==> src/inc/e3rxi_pkg.sv <==
// Package for the E3 receive alarm interrupt block: register map, fields, states
package e3rxi_pkg;

   // Register byte addresses (APB, one aligned word each)
   localparam logic [7:0] E3RXI_ADDR_ENABLE    = 8'h4C; // index 8'h13
   localparam logic [7:0] E3RXI_ADDR_STATUS    = 8'h50; // index 8'h14
   localparam logic [7:0] E3RXI_ADDR_AENABLE   = 8'h48; // index 8'h12
   localparam logic [7:0] E3RXI_ADDR_STATUS2   = 8'h54;
   localparam logic [7:0] E3RXI_ADDR_CONFIG    = 8'h40;
   localparam logic [7:0] E3RXI_ADDR_STATE     = 8'h44;
   localparam logic [7:0] E3RXI_IDX_ENABLE     = 8'h13;
   localparam logic [7:0] E3RXI_IDX_STATUS     = 8'h14;

   // Reset values
   localparam logic [7:0] E3RXI_RST_BYTE       = 8'h00;
   // Writable bits of the enable registers (bit 7 not used)
   localparam logic [7:0] E3RXI_EN2_MASK       = 8'h7F;
   localparam logic [7:0] E3RXI_EN1_MASK       = 8'h7F;
   // Sync message bits (6 and 5) of status one
   localparam logic [7:0] E3RXI_SSM_MASK       = 8'h60;
   // Status two: bit 5 reads zero there (LAPD status bit is kept internally only)
   localparam logic [7:0] E3RXI_ST2_MASK       = 8'h5F;

   // Framing-byte error frames needed to declare out of frame
   localparam logic [2:0] E3RXI_OOF_ERR_FRAMES = 3'h4;
   // Consecutive zero bits that mark loss of signal
   localparam logic [5:0] E3RXI_LOS_ZEROS      = 6'h20;

   // Field positions
   localparam int E3RXI_B_TTB   = 6;
   localparam int E3RXI_B_LAPD  = 5;
   localparam int E3RXI_B_FAR_END_BLOCK_ERROR  = 4;
   localparam int E3RXI_B_FAR_END_RECEIVE_FAILURE  = 3;
   localparam int E3RXI_B_EM    = 2;
   localparam int E3RXI_B_FBE   = 1;
   localparam int E3RXI_B_PLD   = 0;
   localparam int E3RXI_B_SSM   = 6;
   localparam int E3RXI_B_SEQ   = 5;
   localparam int E3RXI_B_FRAME_ALIGNMENT_CHANGE  = 4;
   localparam int E3RXI_B_OOF   = 3;
   localparam int E3RXI_B_LOF   = 2;
   localparam int E3RXI_B_LOS   = 1;
   localparam int E3RXI_B_AIS   = 0;
   localparam int E3RXI_B_REV95 = 0;

   // Framing acquisition/maintenance states, one-hot
   typedef enum logic [3:0] {
      E3RXI_ST_INFRAME = 4'h1,
      E3RXI_ST_OOF     = 4'h2,
      E3RXI_ST_LOF     = 4'h4,
      E3RXI_ST_VERIFY  = 4'h8
   } e3rxi_state_t;

   // Per-frame and per-bit events from the receive framer
   typedef struct packed {
      logic frame_end;      // One pulse per received frame
      logic fa_error;       // Framing octets errored in this frame
      logic fa_found;       // Framing octets found during acquisition
      logic fa_verified;    // Alignment confirmed in verification
      logic lof_timeout;    // Out of frame lasted long enough for loss
      logic frame_alignment_change;           // Frame alignment changed
      logic ssm_change;     // Sync status message contents changed
      logic ssm_seq_lock;   // Level: in sequence with the sync message
      logic far_end_receive_failure;           // Level: far end receive failure declared
      logic alarm_indication;            // Level: alarm indication declared
      logic ttb_new;        // New trail trace message start
      logic lapd_msg;       // LAPD message frame received
      logic far_end_block_error;           // Far end block error seen
      logic em_error;       // Error monitor byte parity error
      logic pld_mismatch;   // Payload type changed from last frame
      logic bit_valid;      // One pulse per received line bit
      logic bit_value;      // Line bit value
   } e3rxi_evt_t;

   // Pending mask of status register: bits set in both status and enable
   function automatic logic [7:0] e3rxi_pend(input logic [7:0] st, input logic [7:0] en);
      e3rxi_pend = st & en;
   endfunction

endpackage

==> src/hw/e3rxi_top.sv <==
// E3 receive alarm interrupt logic: enables, clear-on-read status, framing tracker
//
// Operation
// Enable bit 6 gates trail trace change
// Enable bit 5 gates LAPD message interrupt
// Enable bit 4 gates far end block error
// Enable bit 3 gates far end failure change
// Enable bit 2 gates error monitor byte error
// Enable bit 1 gates framing byte error
// Enable bit 0 gates payload type mismatch
// Status bit 6 latches sync message change
// Sync message bits invalid in 1995 format
// Status bit 5 on sequence loss or regain
// Status bit 4 on frame alignment change
// Status bit 3 on out of frame, in-frame
// Status bit 2 on loss, and verify-to-in-frame
// Reading status clears all its event bits
// Status one means event since last read
// Status bit 1 on loss of signal change
// Status bit 0 on alarm indication change
// Four errored framing frames declare out of frame
// Interrupt while status and enable both set
`timescale 1ns/1ps
`default_nettype none
module e3rxi_top (
   // Clock and reset
   input  wire logic                mclk_i,
   input  wire logic                rst_i,
   // APB slave
   input  wire logic                psel_i,
   input  wire logic                penable_i,
   input  wire logic                pwrite_i,
   input  wire logic [7:0]          paddr_i,
   input  wire logic [31:0]         pwdata_i,
   output logic      [31:0]         prdata_o,
   output logic                     pready_o,
   output logic                     pslverr_o,
   // Framer events, same clock
   input  wire e3rxi_pkg::e3rxi_evt_t evt_i,
   // Interrupt
   output logic                     irq_o
);
   import e3rxi_pkg::*;

   // Registers
   logic [7:0]   enable_two;
   logic [7:0]   enable_one;
   logic [7:0]   status_one;
   logic [7:0]   status_two;
   logic         rev1995;
   e3rxi_state_t frm_state;
   e3rxi_state_t next_frm_state;
   logic [2:0]   err_run;
   logic [5:0]   zero_run;
   logic         loss_of_signal;
   logic         seq_lock_q;
   logic         far_end_receive_failure_q;
   logic         ais_q;
   logic         los_q;
   logic [7:0]   set_one;
   logic [7:0]   set_two;
   logic         wr_en;
   logic         rd_en;
   logic         rd_st1;
   logic         rd_st2;
   logic         hit;
   logic [7:0]   rd_byte;

   // APB access phase; the slave answers with no wait state
   assign wr_en     = psel_i & penable_i & pwrite_i;
   assign rd_en     = psel_i & penable_i & ~pwrite_i;
   assign pready_o  = 1'b1;
   assign pslverr_o = psel_i & penable_i & ~hit;
   assign rd_st1    = rd_en & (paddr_i == E3RXI_ADDR_STATUS);
   assign rd_st2    = rd_en & (paddr_i == E3RXI_ADDR_STATUS2);

   // Address decode and read mux
   always_comb begin
      hit     = 1'b1;
      rd_byte = E3RXI_RST_BYTE;
      case (paddr_i)
         E3RXI_ADDR_ENABLE:  rd_byte = enable_two;
         E3RXI_ADDR_AENABLE: rd_byte = enable_one;
         E3RXI_ADDR_STATUS:  rd_byte = status_one;
         E3RXI_ADDR_STATUS2: rd_byte = status_two & E3RXI_ST2_MASK; // LAPD bit hidden
         E3RXI_ADDR_CONFIG:  rd_byte = {7'h00, rev1995};
         E3RXI_ADDR_STATE:   rd_byte = {ais_q, los_q, far_end_receive_failure_q, seq_lock_q, frm_state};
         default:            hit     = 1'b0;
      endcase
   end

   // Read data is registered so the bus sees a stable flop output
   always_ff @(posedge mclk_i or posedge rst_i) begin
      if (rst_i) begin
         prdata_o <= 32'h0000_0000;
      end else if (rd_en) begin
         prdata_o <= {24'h000000, rd_byte};
      end
   end

   // Enable and configuration registers
   always_ff @(posedge mclk_i or posedge rst_i) begin
      if (rst_i) begin
         enable_two <= E3RXI_RST_BYTE;
         enable_one <= E3RXI_RST_BYTE;
         rev1995    <= 1'b0;
      end else if (wr_en) begin
         case (paddr_i)
            E3RXI_ADDR_ENABLE:  enable_two <= pwdata_i[7:0] & E3RXI_EN2_MASK;
            E3RXI_ADDR_AENABLE: enable_one <= pwdata_i[7:0] & E3RXI_EN1_MASK;
            E3RXI_ADDR_CONFIG:  rev1995    <= pwdata_i[E3RXI_B_REV95];
            default:            rev1995    <= rev1995;
         endcase
      end
   end

   // Framing acquisition and maintenance state machine
   always_comb begin
      next_frm_state = frm_state;
      case (frm_state)
         E3RXI_ST_INFRAME: begin
            if (evt_i.frame_end && evt_i.fa_error && err_run == E3RXI_OOF_ERR_FRAMES - 3'h1) begin
               next_frm_state = E3RXI_ST_OOF;
            end
         end
         E3RXI_ST_OOF: begin
            if (evt_i.lof_timeout) begin
               next_frm_state = E3RXI_ST_LOF;
            end else if (evt_i.fa_found) begin
               next_frm_state = E3RXI_ST_VERIFY;
            end
         end
         E3RXI_ST_LOF: begin
            if (evt_i.fa_found) begin
               next_frm_state = E3RXI_ST_VERIFY;
            end
         end
         E3RXI_ST_VERIFY: begin
            if (evt_i.fa_verified) begin
               next_frm_state = E3RXI_ST_INFRAME;
            end else if (evt_i.fa_error) begin
               next_frm_state = E3RXI_ST_OOF;
            end
         end
         default: next_frm_state = E3RXI_ST_OOF;
      endcase
   end

   // Framer starts hunting after reset
   always_ff @(posedge mclk_i or posedge rst_i) begin
      if (rst_i) begin
         frm_state <= E3RXI_ST_OOF;
      end else begin
         frm_state <= next_frm_state;
      end
   end

   // Count consecutive errored frames while in frame
   always_ff @(posedge mclk_i or posedge rst_i) begin
      if (rst_i) begin
         err_run <= 3'h0;
      end else if (frm_state != E3RXI_ST_INFRAME) begin
         err_run <= 3'h0;
      end else if (evt_i.frame_end) begin
         err_run <= evt_i.fa_error ? err_run + 3'h1 : 3'h0;
      end
   end

   // Loss of signal: run of zeros; any one bit ends it (simplified recovery)
   always_ff @(posedge mclk_i or posedge rst_i) begin
      if (rst_i) begin
         zero_run <= 6'h00;
         loss_of_signal      <= 1'b0;
      end else if (evt_i.bit_valid) begin
         if (evt_i.bit_value) begin
            zero_run <= 6'h00;
            loss_of_signal      <= 1'b0;
         end else if (zero_run == E3RXI_LOS_ZEROS - 6'h01) begin
            loss_of_signal      <= 1'b1;
         end else begin
            zero_run <= zero_run + 6'h01;
         end
      end
   end

   // Previous levels for change detection
   always_ff @(posedge mclk_i or posedge rst_i) begin
      if (rst_i) begin
         seq_lock_q <= 1'b0;
         far_end_receive_failure_q     <= 1'b0;
         ais_q      <= 1'b0;
         los_q      <= 1'b0;
      end else begin
         seq_lock_q <= evt_i.ssm_seq_lock;
         far_end_receive_failure_q     <= evt_i.far_end_receive_failure;
         ais_q      <= evt_i.alarm_indication;
         los_q      <= loss_of_signal;
      end
   end

   // Event sets for status one
   always_comb begin
      set_one = E3RXI_RST_BYTE;
      set_one[E3RXI_B_SSM]  = evt_i.ssm_change;
      set_one[E3RXI_B_SEQ]  = evt_i.ssm_seq_lock ^ seq_lock_q;
      set_one[E3RXI_B_FRAME_ALIGNMENT_CHANGE] = evt_i.frame_alignment_change;
      set_one[E3RXI_B_OOF]  = (next_frm_state == E3RXI_ST_OOF && frm_state == E3RXI_ST_INFRAME)
                            | (next_frm_state == E3RXI_ST_INFRAME
                               && frm_state != E3RXI_ST_INFRAME);
      set_one[E3RXI_B_LOF]  = (frm_state == E3RXI_ST_OOF && next_frm_state == E3RXI_ST_LOF)
                            | (frm_state == E3RXI_ST_VERIFY
                               && next_frm_state == E3RXI_ST_INFRAME);
      set_one[E3RXI_B_LOS]  = loss_of_signal ^ los_q;
      set_one[E3RXI_B_AIS]  = evt_i.alarm_indication ^ ais_q;
      if (rev1995) begin
         set_one = set_one & ~E3RXI_SSM_MASK;
      end
   end

   // Event sets for the second status byte
   always_comb begin
      set_two = E3RXI_RST_BYTE;
      set_two[E3RXI_B_TTB]  = evt_i.ttb_new;
      set_two[E3RXI_B_LAPD] = evt_i.lapd_msg;
      set_two[E3RXI_B_FAR_END_BLOCK_ERROR] = evt_i.far_end_block_error;
      set_two[E3RXI_B_FAR_END_RECEIVE_FAILURE] = evt_i.far_end_receive_failure ^ far_end_receive_failure_q;
      set_two[E3RXI_B_EM]   = evt_i.em_error;
      set_two[E3RXI_B_FBE]  = evt_i.frame_end & evt_i.fa_error;
      set_two[E3RXI_B_PLD]  = evt_i.pld_mismatch;
   end

   // Status one: sticky, cleared by read; a new event beats the clear
   always_ff @(posedge mclk_i or posedge rst_i) begin
      if (rst_i) begin
         status_one <= E3RXI_RST_BYTE;
      end else begin
         status_one <= ((rd_st1 ? E3RXI_RST_BYTE : status_one) | set_one)
                       & E3RXI_EN1_MASK; // see R14
      end
   end

   // Status two keeps LAPD pending internally only; it reads zero on bit 5
   always_ff @(posedge mclk_i or posedge rst_i) begin
      if (rst_i) begin
         status_two <= E3RXI_RST_BYTE;
      end else begin
         status_two <= ((rd_st2 ? E3RXI_RST_BYTE : status_two) | set_two)
                       & E3RXI_EN2_MASK;
      end
   end

   // Interrupt: enables gate each event; status one uses its own enables
   always_ff @(posedge mclk_i or posedge rst_i) begin
      if (rst_i) begin
         irq_o <= 1'b0;
      end else begin
         irq_o <= |e3rxi_pend(status_two, enable_two)   // see R1 see R2 see R3
                | |e3rxi_pend(status_one, enable_one
                              & (rev1995 ? ~E3RXI_SSM_MASK : E3RXI_EN1_MASK)); // see R19 see R5 see R6
      end
   end

endmodule
`default_nettype wire

==> config.mk <==
export PLATFORM = sky130hd
export DESIGN_NAME = e3rxi_top
export DESIGN_NICKNAME = d
export VERILOG_FILES = /design/src/inc/e3rxi_pkg.sv /design/src/hw/e3rxi_top.sv
export SDC_FILE = /design/constraint.sdc
export NUM_CORES = 1
export LEC_CHECK = 0
export BUFFER_PORTS_ARGS = -buffer_cell sky130_fd_sc_hd__buf_4
export CORE_MARGIN = 10
export CORE_UTILIZATION = 51
export CTS_CLUSTER_DIAMETER = 40
export DETAILED_ROUTE_END_ITERATION = 10
export PLACE_DENSITY = 0.8
export SLEW_MARGIN = 15
export SYNTH_ARGS = -nofsm -noshare
export SYNTH_HDL_FRONTEND = slang
export SYNTH_SLANG_ARGS = --single-unit
==> constraint.sdc <==
create_clock -name mclk_i -period 2.9 [get_ports mclk_i]
set_input_delay 0.29 -clock mclk_i [delete_from_list [all_inputs] [get_ports mclk_i]]
set_output_delay 0.29 -clock mclk_i [all_outputs]
set_load 0.02 [all_outputs]
### Word-level counts from Yosys, hierarchy flattened

Cells that the tools add are included.

| operators by class | value |
|---|---|
| equal/unequal tests | 17 |
| muxes and demuxes | 19 |
| add/sub/neg operators | 2 |
| reduce and logical (&&, ||, !) cells | 16 |
| bitwise logic cells | 21 |

Operators with widths:

| cell | number |
|---|---|
| $eq A8 B7 Y1 const B | 6 |
| $pmux W8 S6 | 1 |
| $mux W7 | 3 |
| $mux W4 | 5 |
| $and A7 B8 Y8 | 2 |
| $pmux W4 S4 | 1 |
| $reduce_or A8 Y1 | 2 |
| $or A7 B7 Y7 | 2 |
| $mux W6 | 2 |
| $reduce_and A2 Y1 | 5 |
| $mux W3 | 3 |
| $eq A4 B1 Y1 const B | 2 |
| $eq A4 B2 Y1 const B | 2 |
| $eq A4 B3 Y1 const B | 2 |
| $mux W8 | 1 |
| $and A1 B1 Y1 | 7 |
| $and A7 B7 Y7 | 1 |
| $add A6 B1 Y6 const B | 1 |
| $eq A6 B5 Y1 const B | 1 |
| $logic_and A1 B1 Y1 | 6 |
| $reduce_or A6 Y1 | 1 |
| $eq A4 B4 Y1 const B | 1 |
| $ne A4 B1 Y1 const B | 1 |
| $reduce_bool A2 Y1 | 2 |
| other kinds (7) | 15 |

| storage, ports and cells | value |
|---|---|
| word-level logic and storage cells | 90 |
| output and inout bits | 35 |
| flip-flop bits (word level) | 56 |
| input port bits | 62 |

### Longest topological paths before layout

| logic depth | value |
|---|---|
| word-level depth | 9 |
| depth in mapped cells | 6 |
| mapped depth without buffers | 5 |

### Worst setup path after synthesis

Ideal clock, no wire load.

| timing path | value |
|---|---|
| kind | in2reg |
| start point | input paddr_i[5] |
| end point | register enable_one[0] |
| setup time | 125 ps |
| setup slack | 1153 ps |
| arrival | 1622 ps |
| buffers on the path | 1 |
| required time | 2775 ps |
| cell stages on the path | 5 |
| cell sequence | nor3b_4 > nand3b_1 > or4b_1 > buf_4 > mux2_4 |

| on the way | value |
|---|---|
| longest elaborated chain between the ends | 2 |

Ends and longest elaborated chain:

| item | RTL line | source |
|---|---|---|
| from (decl) | e3rxi_top.sv:33 | `input wire logic [7:0] paddr_i,` |
| $eq A8 B7 Y1 | e3rxi_top.sv:108 | `case (paddr_i)` |
| $reduce_and A2 Y1 (no source line) | -- |  |
| to (signal assigned) | e3rxi_top.sv:110 | `E3RXI_ADDR_AENABLE: enable_one <= pwdata_i[7:0] & E3RXI_EN1_MASK;` |
| to (decl) | e3rxi_top.sv:47 | `logic [7:0] enable_one;` |

No other way between the ends.
A chain may end at the register's enable or synchronous reset.

### Worst setup path after layout

| timing path | value |
|---|---|
| start point | input paddr_i[1] |
| end point | register enable_one[2] |

The elaborated chain is that of the path after synthesis.

==> impl_metrics.ini <==
[status]
outcome = complete, no violations

[yosys]
synth_cell_type_count = 49
synthesis.instances = 297
async_flop_share_pct = 100
yosys_most_used_dff = sky130_fd_sc_hd__dfrtp_1
synth.ff_latch_count = 56
yosys.area.top_type = sky130_fd_sc_hd__dfrtp_1
post_synth_main_area_contributors = sky130_fd_sc_hd__dfrtp_1 45%, sky130_fd_sc_hd__buf_4 6.3%, sky130_fd_sc_hd__a22o_1 4.0%
post-synth-top-count-cell = sky130_fd_sc_hd__dfrtp_1
synth_largest_type_area_fraction_pct = 44.6
yosys_warnings = 0
syn_area_per_cell_sq_um = 10.4
ys_top_cells_by_count = 55 x sky130_fd_sc_hd__dfrtp_1, 26 x sky130_fd_sc_hd__buf_4, 20 x sky130_fd_sc_hd__nand3_1
synth_edf_count = 0
ys_seq_area_share_pct = 45.5
netlist_area_sq_mm = 0.00308

[layout]
final_layout_size_suffix_gt1_share_pct = 24.7
layout.nets = 404
layout.area.seq_sq_mm = 0.00140
synthToLayoutAreaGrowth_pct = 13.8
antenna_cells = 0
final_design_area_no_fill_sq_mm = 0.00351
final_core_util_pct = 59.6
nFillCells = 505
multi_input_comb_area_sq_mm = 0.00150

[global_routing]
grt_first_pass_wirelength_microns = 12000
grt_start_max_net_pins = 39
first_global_vias = 2365
grt.total_usage_pct = 14.8
grt_antenna_before_repair = 0
globalRoute.totalOverflow = 0

[detailed_routing]
route.detailed.vias_per_inst = 5.95
route.vias.total = 2468
avgRoutedWirePerCell_microns = 17.9
antenna_left = 0
drc = 0
wirelength_microns = 7450
dr.first_iter.drc_count = 194
drt_pre_antenna_iters = 5

[setup_path]
critPathCaptureType = flip-flop
cp.required_ps = 3100
reg2reg_depth = 5
timing.rr.end = zero_run[0]$_DFFE_PP0P_
critPathTopFamily = simple AND/OR/NAND/NOR gates
worstPathMaxFanout = 7
crit_type = in -> reg
reg2reg_from = zero_run[0]$_DFFE_PP0P_
worstSetupStartpointType = primary input
cp_cell_sequence = buf_4 -> nor2_1 -> nand3b_1 -> or4b_1 -> mux2_4
critPathMaxStageDelay_ps = 770
cp_data_arrival_time_ps = 1930
crit_path_top_delay_cell = sky130_fd_sc_hd__or4b_1
timing.reg2reg.setup_slack_ps = 1330
critical_path.n_buffers_inverters = 1

[sta]
setup_viol = 0
timing.hold.ws_ps = 98.5
worst_setup_skew_after_layout_ps = 3.55
worst_pin_slew_ps = 597
grt_setup_unrepaired = no
layout_worst_path_cycle_share_pct = 59.7
timing.slew.headroom_pct = 60.0
post_layout_minimum_cycle_time_ps = 1730
max_clock_freq_mhz = 577
count_of_final_max_slew_check_failures = 0
finalHoldViolCount = 0
setup_tns_ps = 0

[die]
core_sq_mm = 0.00589
die_footprint_sq_mm = 0.00956
die_w_microns = 97.8
row_count = 28
io-pin-count = 97
initial_utilization_pct = 52.4
die_height_microns = 97.8

[power]
power_per_cell_area_mw_per_mm2 = 468
p_total_mw = 1.64
cellLeakagePower_nw = 1.66
power.ir.vdd_worst_v = 0.000228

[place]
gp_congestion = 0.868
dp_hpwl_microns = 5560
io_buffers = 46
post_dp_cell_area_sq_mm = 0.00341

[min_path]
hold_path.startpoint = evt_i[7]
hold_end = ais_q$_DFF_PP0_
hold_class = in -> reg
worstHoldPathCells = 1

[cts]
cts.repair.resized = 0
numClockSinks = 56
clock_tree_from_tritoncts = built
root_buffer = sky130_fd_sc_hd__clkbuf_8
htree_num_levels = 2
numCtsBuffers = 5
cts.clk_slew.worst_paths_ps = 100
clock_latency_late_sink_ps = 300
max-clock-path-buffers = 2

[job]
maxCapViolCount = 0
## area by class of cell
cell class | instances | area share (%)
Clock inverter | 2 | 0.285
Multi-Input combinational cell | 218 | 42.8
Clock buffer | 6 | 2.35
Sequential cell | 56 | 40.0
Timing Repair Buffer | 53 | 11.4
Inverter | 5 | 0.535
Tap cell | 75 | 2.67
## cell usage in the layout, fill, tap and decap left out, types with 2 or more instances in the layout
master and n:
sky130_fd_sc_hd__a21o_1 11, sky130_fd_sc_hd__a21oi_1 12, sky130_fd_sc_hd__a221oi_1 2, sky130_fd_sc_hd__a22o_1 14, sky130_fd_sc_hd__a22oi_1 3, sky130_fd_sc_hd__a31oi_1 3
sky130_fd_sc_hd__and3_1 3, sky130_fd_sc_hd__and3b_1 10, sky130_fd_sc_hd__buf_4 52, sky130_fd_sc_hd__clkbuf_8 6, sky130_fd_sc_hd__clkinv_2 2, sky130_fd_sc_hd__conb_1 25
sky130_fd_sc_hd__dfrtp_1 55, sky130_fd_sc_hd__ha_1 3, sky130_fd_sc_hd__inv_1 4, sky130_fd_sc_hd__mux2_2 10, sky130_fd_sc_hd__mux2_4 7, sky130_fd_sc_hd__nand2_1 12
sky130_fd_sc_hd__nand2b_1 2, sky130_fd_sc_hd__nand3_1 20, sky130_fd_sc_hd__nand3b_1 4, sky130_fd_sc_hd__nand4_1 13, sky130_fd_sc_hd__nand4b_1 3, sky130_fd_sc_hd__nor2_1 15
sky130_fd_sc_hd__nor2b_1 3, sky130_fd_sc_hd__nor3_1 2, sky130_fd_sc_hd__nor4b_1 3, sky130_fd_sc_hd__nor4bb_1 2, sky130_fd_sc_hd__o211ai_1 6, sky130_fd_sc_hd__o21ai_0 5
sky130_fd_sc_hd__o31ai_1 2, sky130_fd_sc_hd__or3_1 2, sky130_fd_sc_hd__xor2_1 5
## how the worst max path moves through the flow
stage / startpoint / endpoint / slack, ps / cells past startpoint
floorplan: paddr_i[5] / enable_one[0]$_DFFE_PP0P_ / 1150 / 5
global placement: paddr_i[1] / enable_one[4]$_DFFE_PP0P_ / 910 / 5
detailed placement: paddr_i[1] / enable_one[6]$_DFFE_PP0P_ / 870 / 5
CTS: paddr_i[1] / enable_one[3]$_DFFE_PP0P_ / 1200 / 5
global route: paddr_i[1] / enable_one[0]$_DFFE_PP0P_ / 1110 / 5
finish: paddr_i[1] / enable_one[2]$_DFFE_PP0P_ / 1170 / 5
## repair_timing
action                                 4_1_cts  5_1_grt
hold buffers                                 1        0
buffers inserted                             0        0
endpoints found under the hold margin       17        0
## flip-flops by register name, summed over array words and instances, names as in the netlist
name	cells
ais_q	1
enable_one	7
enable_two	7
err_run	3
far_end_receive_failure_q	1
frm_state	4
irq_o	1
los_q	1
loss_of_signal	1
prdata_o	8
rev1995	1
seq_lock_q	1
status_one	7
status_two	7
zero_run	6
## per-layer routing
layer	vias up	share of wire, %	GRT usage, %
met1	1195	41	18.2
met4	0	2.1	4.81
met5	-	0	0
li1	1144	-	-
met3	17	8.1	4.02
met2	112	49	24.7
## report_power, final
group          internal [mW]  switching (mW)  leakage, nW
sequential             0.830          0.0793        0.699
combinational          0.132           0.166        0.911
clock                  0.191           0.245       0.0510
## through the flow
step                      worst slack, ps  cells
after floorplan                      1150    320
after global placement                905    406
after detailed placement              868    406
after CTS                            1200    415
after global routing                 1110    415
final                                1170    415
## worst register-to-register path, delay by kind of cell, from the launching register on
family | cells | cell delay [ps]
adders and majority gates | 1 | 290
muxes | 1 | 260
DFF | 1 | 440
and+or+nand+nor | 3 | 480
## logic make-up (layout without fill, tap and decap cells)
group / after synthesis / in the layout / share of synthesized area, %
AND/OR/NAND/NOR: 101 / 101 / 19.9
adder cells (fa/ha/maj): 3 / 3 / 1.22
other: 2 / 25 / 0.243
multiplexers: 17 / 17 / 7.06
XOR/XNOR: 5 / 5 / 1.42
flip-flops: 56 / 56 / 45.5
AO/OA/AOI/OAI: 67 / 67 / 15.9
buffers and inverters: 46 / 66 / 8.84
Note: power is estimated with default switching activity, not from simulation.
